`src/core/ctmr_pkg.sv`:
```
// Purpose: shared constants for the compact timer block
// Assumes: 8-bit register port, registers at indices 0 to 6
// Notes: field positions follow the two control bytes
package ctmr_pkg;

  // register offsets
  localparam logic [2:0] CTMR_OFS_CTRL0 = 3'h0;
  localparam logic [2:0] CTMR_OFS_CTRL1 = 3'h1;
  localparam logic [2:0] CTMR_OFS_CNT_LO = 3'h2;
  localparam logic [2:0] CTMR_OFS_CNT_HI = 3'h3;
  localparam logic [2:0] CTMR_OFS_CMPA_LO = 3'h4;
  localparam logic [2:0] CTMR_OFS_CMPA_HI = 3'h5;
  localparam logic [2:0] CTMR_OFS_PERIOD = 3'h6;

  // control 0 fields
  localparam int CTMR_C0_PAUSE = 7;
  localparam int CTMR_C0_CKSEL_LSB = 4;
  localparam int CTMR_C0_ON = 3;

  // control 1 fields
  localparam int CTMR_C1_MODE_LSB = 6;
  localparam int CTMR_C1_IO_LSB = 4;
  localparam int CTMR_C1_OC = 3;
  localparam int CTMR_C1_POL = 2;
  localparam int CTMR_C1_DPX = 1;
  localparam int CTMR_C1_CCLR = 0;

  // reset values and counter top
  localparam logic [7:0] CTMR_RST_BYTE = 8'h00;
  localparam logic [15:0] CTMR_RST_WORD = 16'h0000;
  localparam logic [15:0] CTMR_CNT_TOP = 16'hFFFF;

  // clock select codes
  localparam logic [2:0] CTMR_CK_SYS4 = 3'h0;
  localparam logic [2:0] CTMR_CK_SYS = 3'h1;
  localparam logic [2:0] CTMR_CK_H16 = 3'h2;
  localparam logic [2:0] CTMR_CK_H64 = 3'h3;
  localparam logic [2:0] CTMR_CK_SUB0 = 3'h4;
  localparam logic [2:0] CTMR_CK_SUB1 = 3'h5;
  localparam logic [2:0] CTMR_CK_EXT_RISE = 3'h6;
  localparam logic [2:0] CTMR_CK_EXT_FALL = 3'h7;

  // divider terminal counts and mask
  localparam logic [1:0] CTMR_DIV4_LAST = 2'h3;
  localparam logic [5:0] CTMR_DIV16_LAST = 6'h0F;
  localparam logic [5:0] CTMR_DIV64_LAST = 6'h3F;
  localparam logic [5:0] CTMR_DIV16_MASK = 6'h0F;

  // operating modes
  localparam logic [1:0] CTMR_MODE_CMP = 2'h0;
  localparam logic [1:0] CTMR_MODE_UNDEF = 2'h1;
  localparam logic [1:0] CTMR_MODE_PWM = 2'h2;
  localparam logic [1:0] CTMR_MODE_TMR = 2'h3;

  // pin action codes
  localparam logic [1:0] CTMR_IO_NONE = 2'h0;
  localparam logic [1:0] CTMR_IO_LOW = 2'h1;
  localparam logic [1:0] CTMR_IO_HIGH = 2'h2;
  localparam logic [1:0] CTMR_IO_TOGGLE = 2'h3;

endpackage
```
`src/core/ctmr_core.sv`:
```
// Purpose: compact timer, 16-bit up counter with two comparators and one output pin
// Assumes: all inputs synchronous to core_clk; slower clocks arrive as enable pulses
// Notes: low bytes of 16-bit registers go through one shared 8-bit holding buffer
//
// The implementer's own choices: the placing of the registers and the plain strobed port.
`timescale 1ns/1ps

////////////////////////////////////////////////////////////////////////////////
module ctmr_core (
  // clock and reset
  input wire logic core_clk,
  input wire logic sys_rst,
  // register port
  input wire logic [2:0] reg_addr,
  input wire logic [7:0] reg_wdata,
  input wire logic reg_wr,
  input wire logic reg_rd,
  output logic [7:0] reg_rdata,
  // slower internal clocks as enables
  input wire logic high_clk_en,
  input wire logic sub_clk_en,
  // timer pins
  input wire logic ext_clock_pin,
  output logic timer_output_pin,
  output logic timer_output_oe,
  // interrupt requests
  output logic irq_compare_a,
  output logic irq_period_p
);

  ////////////////////////////////////////////////////////////////////////////
  // register state
  logic pause_q;
  logic [2:0] clock_select_field_q;
  logic counter_on_bit_q;
  logic [1:0] op_mode_field_q;
  logic [1:0] pin_action_q;
  logic out_ctrl_q;
  logic out_pol_q;
  logic duty_swap_q;
  logic clear_select_bit_q;
  logic [15:0] compare_a_value_q;
  logic [7:0] period_compare_value_q;
  logic [7:0] hold_buf_q;
  logic [7:0] rdata_q;
  logic [15:0] cnt_q;

  logic wr_c0;
  logic wr_c1;
  logic wr_alo;
  logic wr_ahi;
  logic wr_per;
  logic rd_dhi;
  logic rd_ahi;

  assign wr_c0 = reg_wr && (reg_addr == ctmr_pkg::CTMR_OFS_CTRL0);
  assign wr_c1 = reg_wr && (reg_addr == ctmr_pkg::CTMR_OFS_CTRL1);
  assign wr_alo = reg_wr && (reg_addr == ctmr_pkg::CTMR_OFS_CMPA_LO);
  assign wr_ahi = reg_wr && (reg_addr == ctmr_pkg::CTMR_OFS_CMPA_HI);
  assign wr_per = reg_wr && (reg_addr == ctmr_pkg::CTMR_OFS_PERIOD);
  assign rd_dhi = reg_rd && (reg_addr == ctmr_pkg::CTMR_OFS_CNT_HI);
  assign rd_ahi = reg_rd && (reg_addr == ctmr_pkg::CTMR_OFS_CMPA_HI);

  always_ff @(posedge core_clk or posedge sys_rst) begin
    if (sys_rst) begin
      pause_q <= 1'b0;
      clock_select_field_q <= ctmr_pkg::CTMR_CK_SYS4;
      counter_on_bit_q <= 1'b0;
    end else if (wr_c0) begin
      pause_q <= reg_wdata[ctmr_pkg::CTMR_C0_PAUSE];
      clock_select_field_q <= reg_wdata[ctmr_pkg::CTMR_C0_CKSEL_LSB +: 3];
      counter_on_bit_q <= reg_wdata[ctmr_pkg::CTMR_C0_ON];
    end
  end

  always_ff @(posedge core_clk or posedge sys_rst) begin
    if (sys_rst) begin
      op_mode_field_q <= ctmr_pkg::CTMR_MODE_CMP;
      pin_action_q <= ctmr_pkg::CTMR_IO_NONE;
      out_ctrl_q <= 1'b0;
      out_pol_q <= 1'b0;
      duty_swap_q <= 1'b0;
      clear_select_bit_q <= 1'b0;
    end else if (wr_c1) begin
      op_mode_field_q <= reg_wdata[ctmr_pkg::CTMR_C1_MODE_LSB +: 2];
      pin_action_q <= reg_wdata[ctmr_pkg::CTMR_C1_IO_LSB +: 2];
      out_ctrl_q <= reg_wdata[ctmr_pkg::CTMR_C1_OC];
      out_pol_q <= reg_wdata[ctmr_pkg::CTMR_C1_POL];
      duty_swap_q <= reg_wdata[ctmr_pkg::CTMR_C1_DPX];
      clear_select_bit_q <= reg_wdata[ctmr_pkg::CTMR_C1_CCLR];
    end
  end

  always_ff @(posedge core_clk or posedge sys_rst) begin
    if (sys_rst) begin
      period_compare_value_q <= ctmr_pkg::CTMR_RST_BYTE;
    end else if (wr_per) begin
      period_compare_value_q <= reg_wdata;
    end
  end

  // compare value only moves as a whole word, so the comparator never sees half an update
  always_ff @(posedge core_clk or posedge sys_rst) begin
    if (sys_rst) begin
      compare_a_value_q <= ctmr_pkg::CTMR_RST_WORD;
    end else if (wr_ahi) begin
      compare_a_value_q <= {reg_wdata, hold_buf_q};
    end
  end

  // one buffer shared by counter and compare pairs; interleaved access corrupts it
  always_ff @(posedge core_clk or posedge sys_rst) begin
    if (sys_rst) begin
      hold_buf_q <= ctmr_pkg::CTMR_RST_BYTE;
    end else if (wr_alo) begin
      hold_buf_q <= reg_wdata;
    end else if (rd_dhi) begin
      hold_buf_q <= cnt_q[7:0];
    end else if (rd_ahi) begin
      hold_buf_q <= compare_a_value_q[7:0];
    end
  end

  ////////////////////////////////////////////////////////////////////////////
  // read path
  always_ff @(posedge core_clk or posedge sys_rst) begin
    if (sys_rst) begin
      rdata_q <= ctmr_pkg::CTMR_RST_BYTE;
    end else if (!reg_rd) begin
      rdata_q <= ctmr_pkg::CTMR_RST_BYTE;
    end else begin
      case (reg_addr)
        ctmr_pkg::CTMR_OFS_CTRL0: begin
          rdata_q <= {pause_q, clock_select_field_q, counter_on_bit_q, 3'h0};
        end
        ctmr_pkg::CTMR_OFS_CTRL1: begin
          rdata_q <= {op_mode_field_q, pin_action_q, out_ctrl_q, out_pol_q,
                      duty_swap_q, clear_select_bit_q};
        end
        ctmr_pkg::CTMR_OFS_CNT_LO, ctmr_pkg::CTMR_OFS_CMPA_LO: begin
          rdata_q <= hold_buf_q;
        end
        ctmr_pkg::CTMR_OFS_CNT_HI: begin
          rdata_q <= cnt_q[15:8];
        end
        ctmr_pkg::CTMR_OFS_CMPA_HI: begin
          rdata_q <= compare_a_value_q[15:8];
        end
        ctmr_pkg::CTMR_OFS_PERIOD: begin
          rdata_q <= period_compare_value_q;
        end
        default: begin
          rdata_q <= ctmr_pkg::CTMR_RST_BYTE;
        end
      endcase
    end
  end

  assign reg_rdata = rdata_q;

  ////////////////////////////////////////////////////////////////////////////
  // clock source selection
  logic [1:0] sys_div_q;
  logic [5:0] high_div_q;
  logic ext_prev_q;
  logic on_prev_q;
  logic on_rise;
  logic src_tick;

  always_ff @(posedge core_clk or posedge sys_rst) begin
    if (sys_rst) begin
      sys_div_q <= 2'h0;
    end else begin
      sys_div_q <= sys_div_q + 2'h1;
    end
  end

  always_ff @(posedge core_clk or posedge sys_rst) begin
    if (sys_rst) begin
      high_div_q <= 6'h00;
    end else if (high_clk_en) begin
      high_div_q <= high_div_q + 6'h01;
    end
  end

  always_ff @(posedge core_clk or posedge sys_rst) begin
    if (sys_rst) begin
      ext_prev_q <= 1'b0;
      on_prev_q <= 1'b0;
    end else begin
      ext_prev_q <= ext_clock_pin;
      on_prev_q <= counter_on_bit_q;
    end
  end

  assign on_rise = counter_on_bit_q && !on_prev_q;

  always_comb begin
    case (clock_select_field_q)
      ctmr_pkg::CTMR_CK_SYS4: begin
        src_tick = (sys_div_q == ctmr_pkg::CTMR_DIV4_LAST);
      end
      ctmr_pkg::CTMR_CK_SYS: begin
        src_tick = 1'b1;
      end
      ctmr_pkg::CTMR_CK_H16: begin
        src_tick = high_clk_en &&
                   ((high_div_q & ctmr_pkg::CTMR_DIV16_MASK) == ctmr_pkg::CTMR_DIV16_LAST);
      end
      ctmr_pkg::CTMR_CK_H64: begin
        src_tick = high_clk_en && (high_div_q == ctmr_pkg::CTMR_DIV64_LAST);
      end
      ctmr_pkg::CTMR_CK_SUB0, ctmr_pkg::CTMR_CK_SUB1: begin
        src_tick = sub_clk_en;
      end
      ctmr_pkg::CTMR_CK_EXT_RISE: begin
        src_tick = ext_clock_pin && !ext_prev_q;
      end
      ctmr_pkg::CTMR_CK_EXT_FALL: begin
        src_tick = !ext_clock_pin && ext_prev_q;
      end
      default: begin
        src_tick = 1'b0;
      end
    endcase
  end

  ////////////////////////////////////////////////////////////////////////////
  // counter and comparators
  logic cnt_tick;
  logic match_a;
  logic match_p;
  logic clr_hit;
  logic cnt_new_q;
  logic is_pwm;
  logic is_cmp;

  assign is_pwm = (op_mode_field_q == ctmr_pkg::CTMR_MODE_PWM);
  assign is_cmp = (op_mode_field_q == ctmr_pkg::CTMR_MODE_CMP);
  assign cnt_tick = src_tick && counter_on_bit_q && !pause_q && !on_rise;
  assign match_a = (cnt_q == compare_a_value_q);
  assign match_p = (cnt_q[15:8] == period_compare_value_q);

  // outside PWM mode, with the clear-select bit off, a zero period disables the P clear and leaves only the overflow wrap
  always_comb begin
    if (is_pwm) begin
      clr_hit = duty_swap_q ? match_a : match_p;
    end else if (clear_select_bit_q) begin
      clr_hit = match_a;
    end else if (period_compare_value_q == ctmr_pkg::CTMR_RST_BYTE) begin
      clr_hit = (cnt_q == ctmr_pkg::CTMR_CNT_TOP);
    end else begin
      clr_hit = match_p;
    end
  end

  // no write path to the count: software can only clear it, through the on-bit rise
  always_ff @(posedge core_clk or posedge sys_rst) begin
    if (sys_rst) begin
      cnt_q <= ctmr_pkg::CTMR_RST_WORD;
    end else if (on_rise) begin
      cnt_q <= ctmr_pkg::CTMR_RST_WORD;
    end else if (cnt_tick) begin
      if (clr_hit) begin
        cnt_q <= ctmr_pkg::CTMR_RST_WORD;
      end else begin
        cnt_q <= cnt_q + 16'h0001;
      end
    end
  end

  always_ff @(posedge core_clk or posedge sys_rst) begin
    if (sys_rst) begin
      cnt_new_q <= 1'b0;
    end else begin
      cnt_new_q <= cnt_tick;
    end
  end

  // fresh counts only; P fires on entering its band, not for all 256 counts in it
  always_ff @(posedge core_clk or posedge sys_rst) begin
    if (sys_rst) begin
      irq_compare_a <= 1'b0;
      irq_period_p <= 1'b0;
    end else begin
      irq_compare_a <= cnt_new_q && match_a;
      irq_period_p <= cnt_new_q && match_p &&
                      (cnt_q[7:0] == ctmr_pkg::CTMR_RST_BYTE);
    end
  end

  ////////////////////////////////////////////////////////////////////////////
  // output pin
  logic out_q;
  logic pwm_active;

  always_comb begin
    if (duty_swap_q) begin
      pwm_active = (cnt_q[15:8] < period_compare_value_q);
    end else begin
      pwm_active = (cnt_q < compare_a_value_q);
    end
  end

  always_ff @(posedge core_clk or posedge sys_rst) begin
    if (sys_rst) begin
      out_q <= 1'b0;
    end else if (on_rise) begin
      out_q <= out_ctrl_q;
    end else if (is_cmp) begin
      if (cnt_new_q && match_a) begin
        case (pin_action_q)
          ctmr_pkg::CTMR_IO_LOW: begin
            out_q <= 1'b0;
          end
          ctmr_pkg::CTMR_IO_HIGH: begin
            out_q <= 1'b1;
          end
          ctmr_pkg::CTMR_IO_TOGGLE: begin
            out_q <= !out_q;
          end
          default: begin
            out_q <= out_q;
          end
        endcase
      end
    end else if (is_pwm) begin
      case (pin_action_q)
        ctmr_pkg::CTMR_IO_LOW: begin
          out_q <= out_ctrl_q;
        end
        ctmr_pkg::CTMR_IO_HIGH: begin
          out_q <= pwm_active ? out_ctrl_q : !out_ctrl_q;
        end
        default: begin
          out_q <= !out_ctrl_q;
        end
      endcase
    end else begin
      out_q <= 1'b0;
    end
  end

  // timer and undefined modes keep the pin undriven and low
  assign timer_output_pin = (is_cmp || is_pwm) ? (out_q ^ out_pol_q) : 1'b0;
  assign timer_output_oe = is_cmp || is_pwm;

endmodule

```
`config.mk`:
```
export PLATFORM = sky130hd
export DESIGN_NAME = ctmr_core
export DESIGN_NICKNAME = d
export VERILOG_FILES = /design/src/core/ctmr_pkg.sv /design/src/core/ctmr_core.sv
export SDC_FILE = /design/constraint.sdc
export NUM_CORES = 1
export LEC_CHECK = 0
export ABC_CLOCK_PERIOD_IN_PS = 5400
export BUFFER_PORTS_ARGS = -buffer_cell sky130_fd_sc_hd__buf_2
export CAP_MARGIN = 20
export CELL_PAD_IN_SITES_DETAIL_PLACEMENT = 0
export CELL_PAD_IN_SITES_GLOBAL_PLACEMENT = 1
export CORE_MARGIN = 4
export CORE_UTILIZATION = 52
export CTS_CLUSTER_SIZE = 25
export DETAILED_ROUTE_END_ITERATION = 10
export PLACE_DENSITY = 0.85
export SLEW_MARGIN = 30
export SYNTH_ARGS = -nofsm -noshare
export SYNTH_HDL_FRONTEND = slang
export SYNTH_SLANG_ARGS = --single-unit
```
`constraint.sdc`:
```
create_clock -name core_clk -period 5.4 [get_ports core_clk]
set_input_delay 1.62 -clock core_clk [delete_from_list [all_inputs] [get_ports core_clk]]
set_output_delay 1.62 -clock core_clk [all_outputs]
set_load 0.02 [all_outputs]
```
==> impl_metrics.csv <==
group,metric,value,unit
placement,routabilityCongestion,0.880,
detailed_routing,drc,0,
cts,htree_levels,3,
cts,clock-sinks,83,
placement,hpwlAfterDp,8960,um
floorplan,die_w,104,um
timing,grt_setup_unrepaired,"false",
timing,slew_violations,0,
detailed_routing,ant_nets,0,
pwr,combinationalPowerShare,0.263,
timing,fin_skew,6.39,ps
floorplan,design.core.area,8890,um2
timing,finalSetupTns,0,ps
pwr,p_leak,2.42,nW
critical_path,crit_type,"reg -> reg",
cts,cts_made_buffers,9,
cts,clockBufferDepth,2,
timing,worst_slew_pin_slew,973,ps
pwr,internal_power,1.13,mW
pwr,p_seq_frac,0.493,
cts,path_clk_slew,90,ps
synthesis,synthArstFlopShare,1.00,
synthesis,synth_area,4840,um2
pwr,power_switching,637,uW
synthesis,yosysMostFrequentCell,"dfrtp_1",
detailed_routing,dr.pass1.iters,5,
global_route,grt_pass1_vias,3778,
timing,slew-limit-headroom,0.345,
pwr,power.share.clock,0.244,
job,cap_viol_max_count,0,
critical_path,crit_required,5650,ps
final_layout,filler_cell_count,783,
hold_path,hold_class,"reg -> reg",
final_layout,area_growth_syn_to_layout,8.07,%
timing,timing.fmax,282,MHz
global_route,grt_pass1_wl,20100,um
timing,min_period_over_period,0.656,
global_route,grt-ovfl-total,0,
synthesis,synth_top_area_share,0.429,
detailed_routing,wirelength,12300,um
detailed_routing,drt_iter0_drc,200,
cts,cts_tree,"yes",
floorplan,die_y,104,um
critical_path,worstPathMaxFanout,15,
cts,ctsHoldBuffers,0,
synthesis,ys_types,54,
pwr,peakVddDrop,0.241,mV
placement,pre_cts_ws,1690,ps
synthesis,postSynthCellCount,482,
critical_path,endpoint_kind,"flop",
timing,hold_viol_final,0,
timing,finalCriticalPeriod,3540,ps
floorplan,start_util,0.544,
critical_path,cp.arrival,3790,ps
synthesis,yosysWarnings,0,
global_route,grt.total_usage,0.234,
final_layout,drive_gt1_frac,0.191,
final_layout,nets,552,
critical_path,cp-start-kind,"flop",
synthesis,synth-main-ff-cell,"dfrtp_1",
final_layout,insertedDiodeCount,0,
run_status,status,"complete, no violations",
cts,cts_setup_buffers,0,
pwr,powerDensity,338,nW/um2
timing,final-setup-viol-count,0,
floorplan,ios,30,
detailed_routing,routedWlPerCell,20.0,um
cts,clkLatencyLatePin,360,ps
synthesis,synth_seq_cells,83,
pwr,swShare,0.360,
cts,cts_resized,0,
floorplan,die-area,10900,um2
detailed_routing,viasPerCell,6.16,
synthesis,synth_fp_nets,531,
cts,cts_root_buf,"clkbuf_8",
timing,fin_ws,1860,ps
synthesis,ys_seq_area_frac,0.429,
synthesis,ys_top_cells_by_count,"dfrtp_1, nand2_1, mux2_2, inv_1, ha_1",
floorplan,rows,34,
synthesis,synth_edf_count,0,
global_route,antenna_found_initial,0,
synthesis,synth.area.top_cells,"dfrtp_1, mux2_2, ha_1",
global_route,grt_max_degree,56,
synthesis,syn_area_per_cell,10.0,um2
detailed_routing,vias,3793,
synthesis,yosysTopAreaCell,"dfrtp_1",
placement,portBuffers,29,
registers in the layout (all words and copies together), names as in the netlist, 2 cells and up:
| signal | count |
|---|---|
| clock_select_field_q | 3 |
| hold_buf_q | 8 |
| pin_action_q | 2 |
| period_compare_value_q | 8 |
| sys_div_q | 2 |
| compare_a_value_q | 16 |
| reg_rdata | 8 |
| high_div_q | 6 |
| op_mode_field_q | 2 |
| cnt_q | 16 |
metal layers:
layer  up-vias  track usage  part of all wire
met4         0       0.0836             0.024
met2       102        0.371              0.48
li1       1802            -                 -
met5         -            0                 0
met3        24       0.0503             0.052
met1      1865        0.317              0.45
path summary, 6_finish.rpt:
| path | end | cells after the start | startpoint | slack [ps] |
|---|---|---|---|---|
| min reg2reg | sys_div_q[0] | 1 | sys_div_q[0] | 430 |
| min in group asynchronous | high_div_q[2] | 2 | sys_rst | 1350 |
| max in group asynchronous | cnt_q[11] | 3 | sys_rst | 3190 |
| min | sys_div_q[0] | 1 | sys_div_q[0] | 430 |
| max reg2reg | cnt_q[5] | 7 | cnt_q[5] | 1860 |
| max | cnt_q[5] | 7 | cnt_q[5] | 1860 |
worst max-delay path: stages (launching register included):
cell and delay (ps):
dfrtp_1 510, ha_1 360, nand4_1 170, nor4_1 880
a31oi_1 300, nand3b_1 620, nor2_4 210, a221o_1 380
power by group through the flow:
stage / combinational (mW) / sequential, mW / clock (mW)
2_1_floorplan: 0.355 / 0.846 / 0
3_3_place_gp: 0.445 / 0.878 / 0
3_5_place_dp: 0.464 / 0.881 / 0
4_1_cts: 0.467 / 0.870 / 0.441
5_1_grt: 0.526 / 0.888 / 0.470
6_report: 0.466 / 0.872 / 0.431
stage by stage:
| stage | utilization | std cells | hold WS [ps] | cell area, um2 | total power, mW |
|---|---|---|---|---|---|
| after global routing | 0.588 | 616 | 488 | 5230 | 1.88 |
| final | 0.588 | 616 | 430 | 5230 | 1.77 |
| after detailed placement | 0.566 | 599 | 420 | 5030 | 1.35 |
| after floorplan | - | 482 | 401 | 4840 | 1.20 |
| after global placement | 0.566 | 599 | 411 | 5030 | 1.32 |
| after CTS | 0.587 | 615 | 433 | 5220 | 1.78 |
placed cells by master, fill, tap and decap left out, drive strengths merged, types with 3 or more instances in the layout:
| master | n |
|---|---|
| a21o | 5 |
| a21oi | 25 |
| a221o | 13 |
| a22o | 6 |
| a22oi | 11 |
| and2 | 6 |
| buf | 31 |
| clkbuf | 10 |
| dfrtp | 83 |
| ha | 31 |
| inv | 38 |
| mux2 | 37 |
| mux2i | 13 |
| nand2 | 43 |
| nand2b | 6 |
| nand3 | 12 |
| nand4 | 9 |
| nor2 | 20 |
| nor2b | 12 |
| nor3 | 14 |
| nor4 | 9 |
| nor4b | 3 |
| o211ai | 4 |
| o21ai | 17 |
| o221ai | 4 |
| o22ai | 3 |
| o31ai | 3 |
| or2 | 4 |
| or3 | 6 |
| xnor2 | 4 |
area by class of cell:
cell class	instances	area (um2)	share of cell area
Multi-Input combinational cell	343	2530	0.484
Timing Repair Buffer	32	174	0.0333
Inverter	34	130	0.0249
Sequential cell	83	2080	0.397
Clock inverter	7	58.8	0.0112
Clock buffer	9	124	0.0237
Tap cell	108	135	0.0258
kinds of logic after synthesis:
kind of cell,synth area share
AO/OA/AOI/OAI,0.153
flip-flops,0.429
buffers and inverters,0.0478
multiplexers,0.113
AND/OR/NAND/NOR,0.166
adder cells (fa/ha/maj),0.0801
XOR/XNOR,0.0109
(Power assumes the default switching activity.)
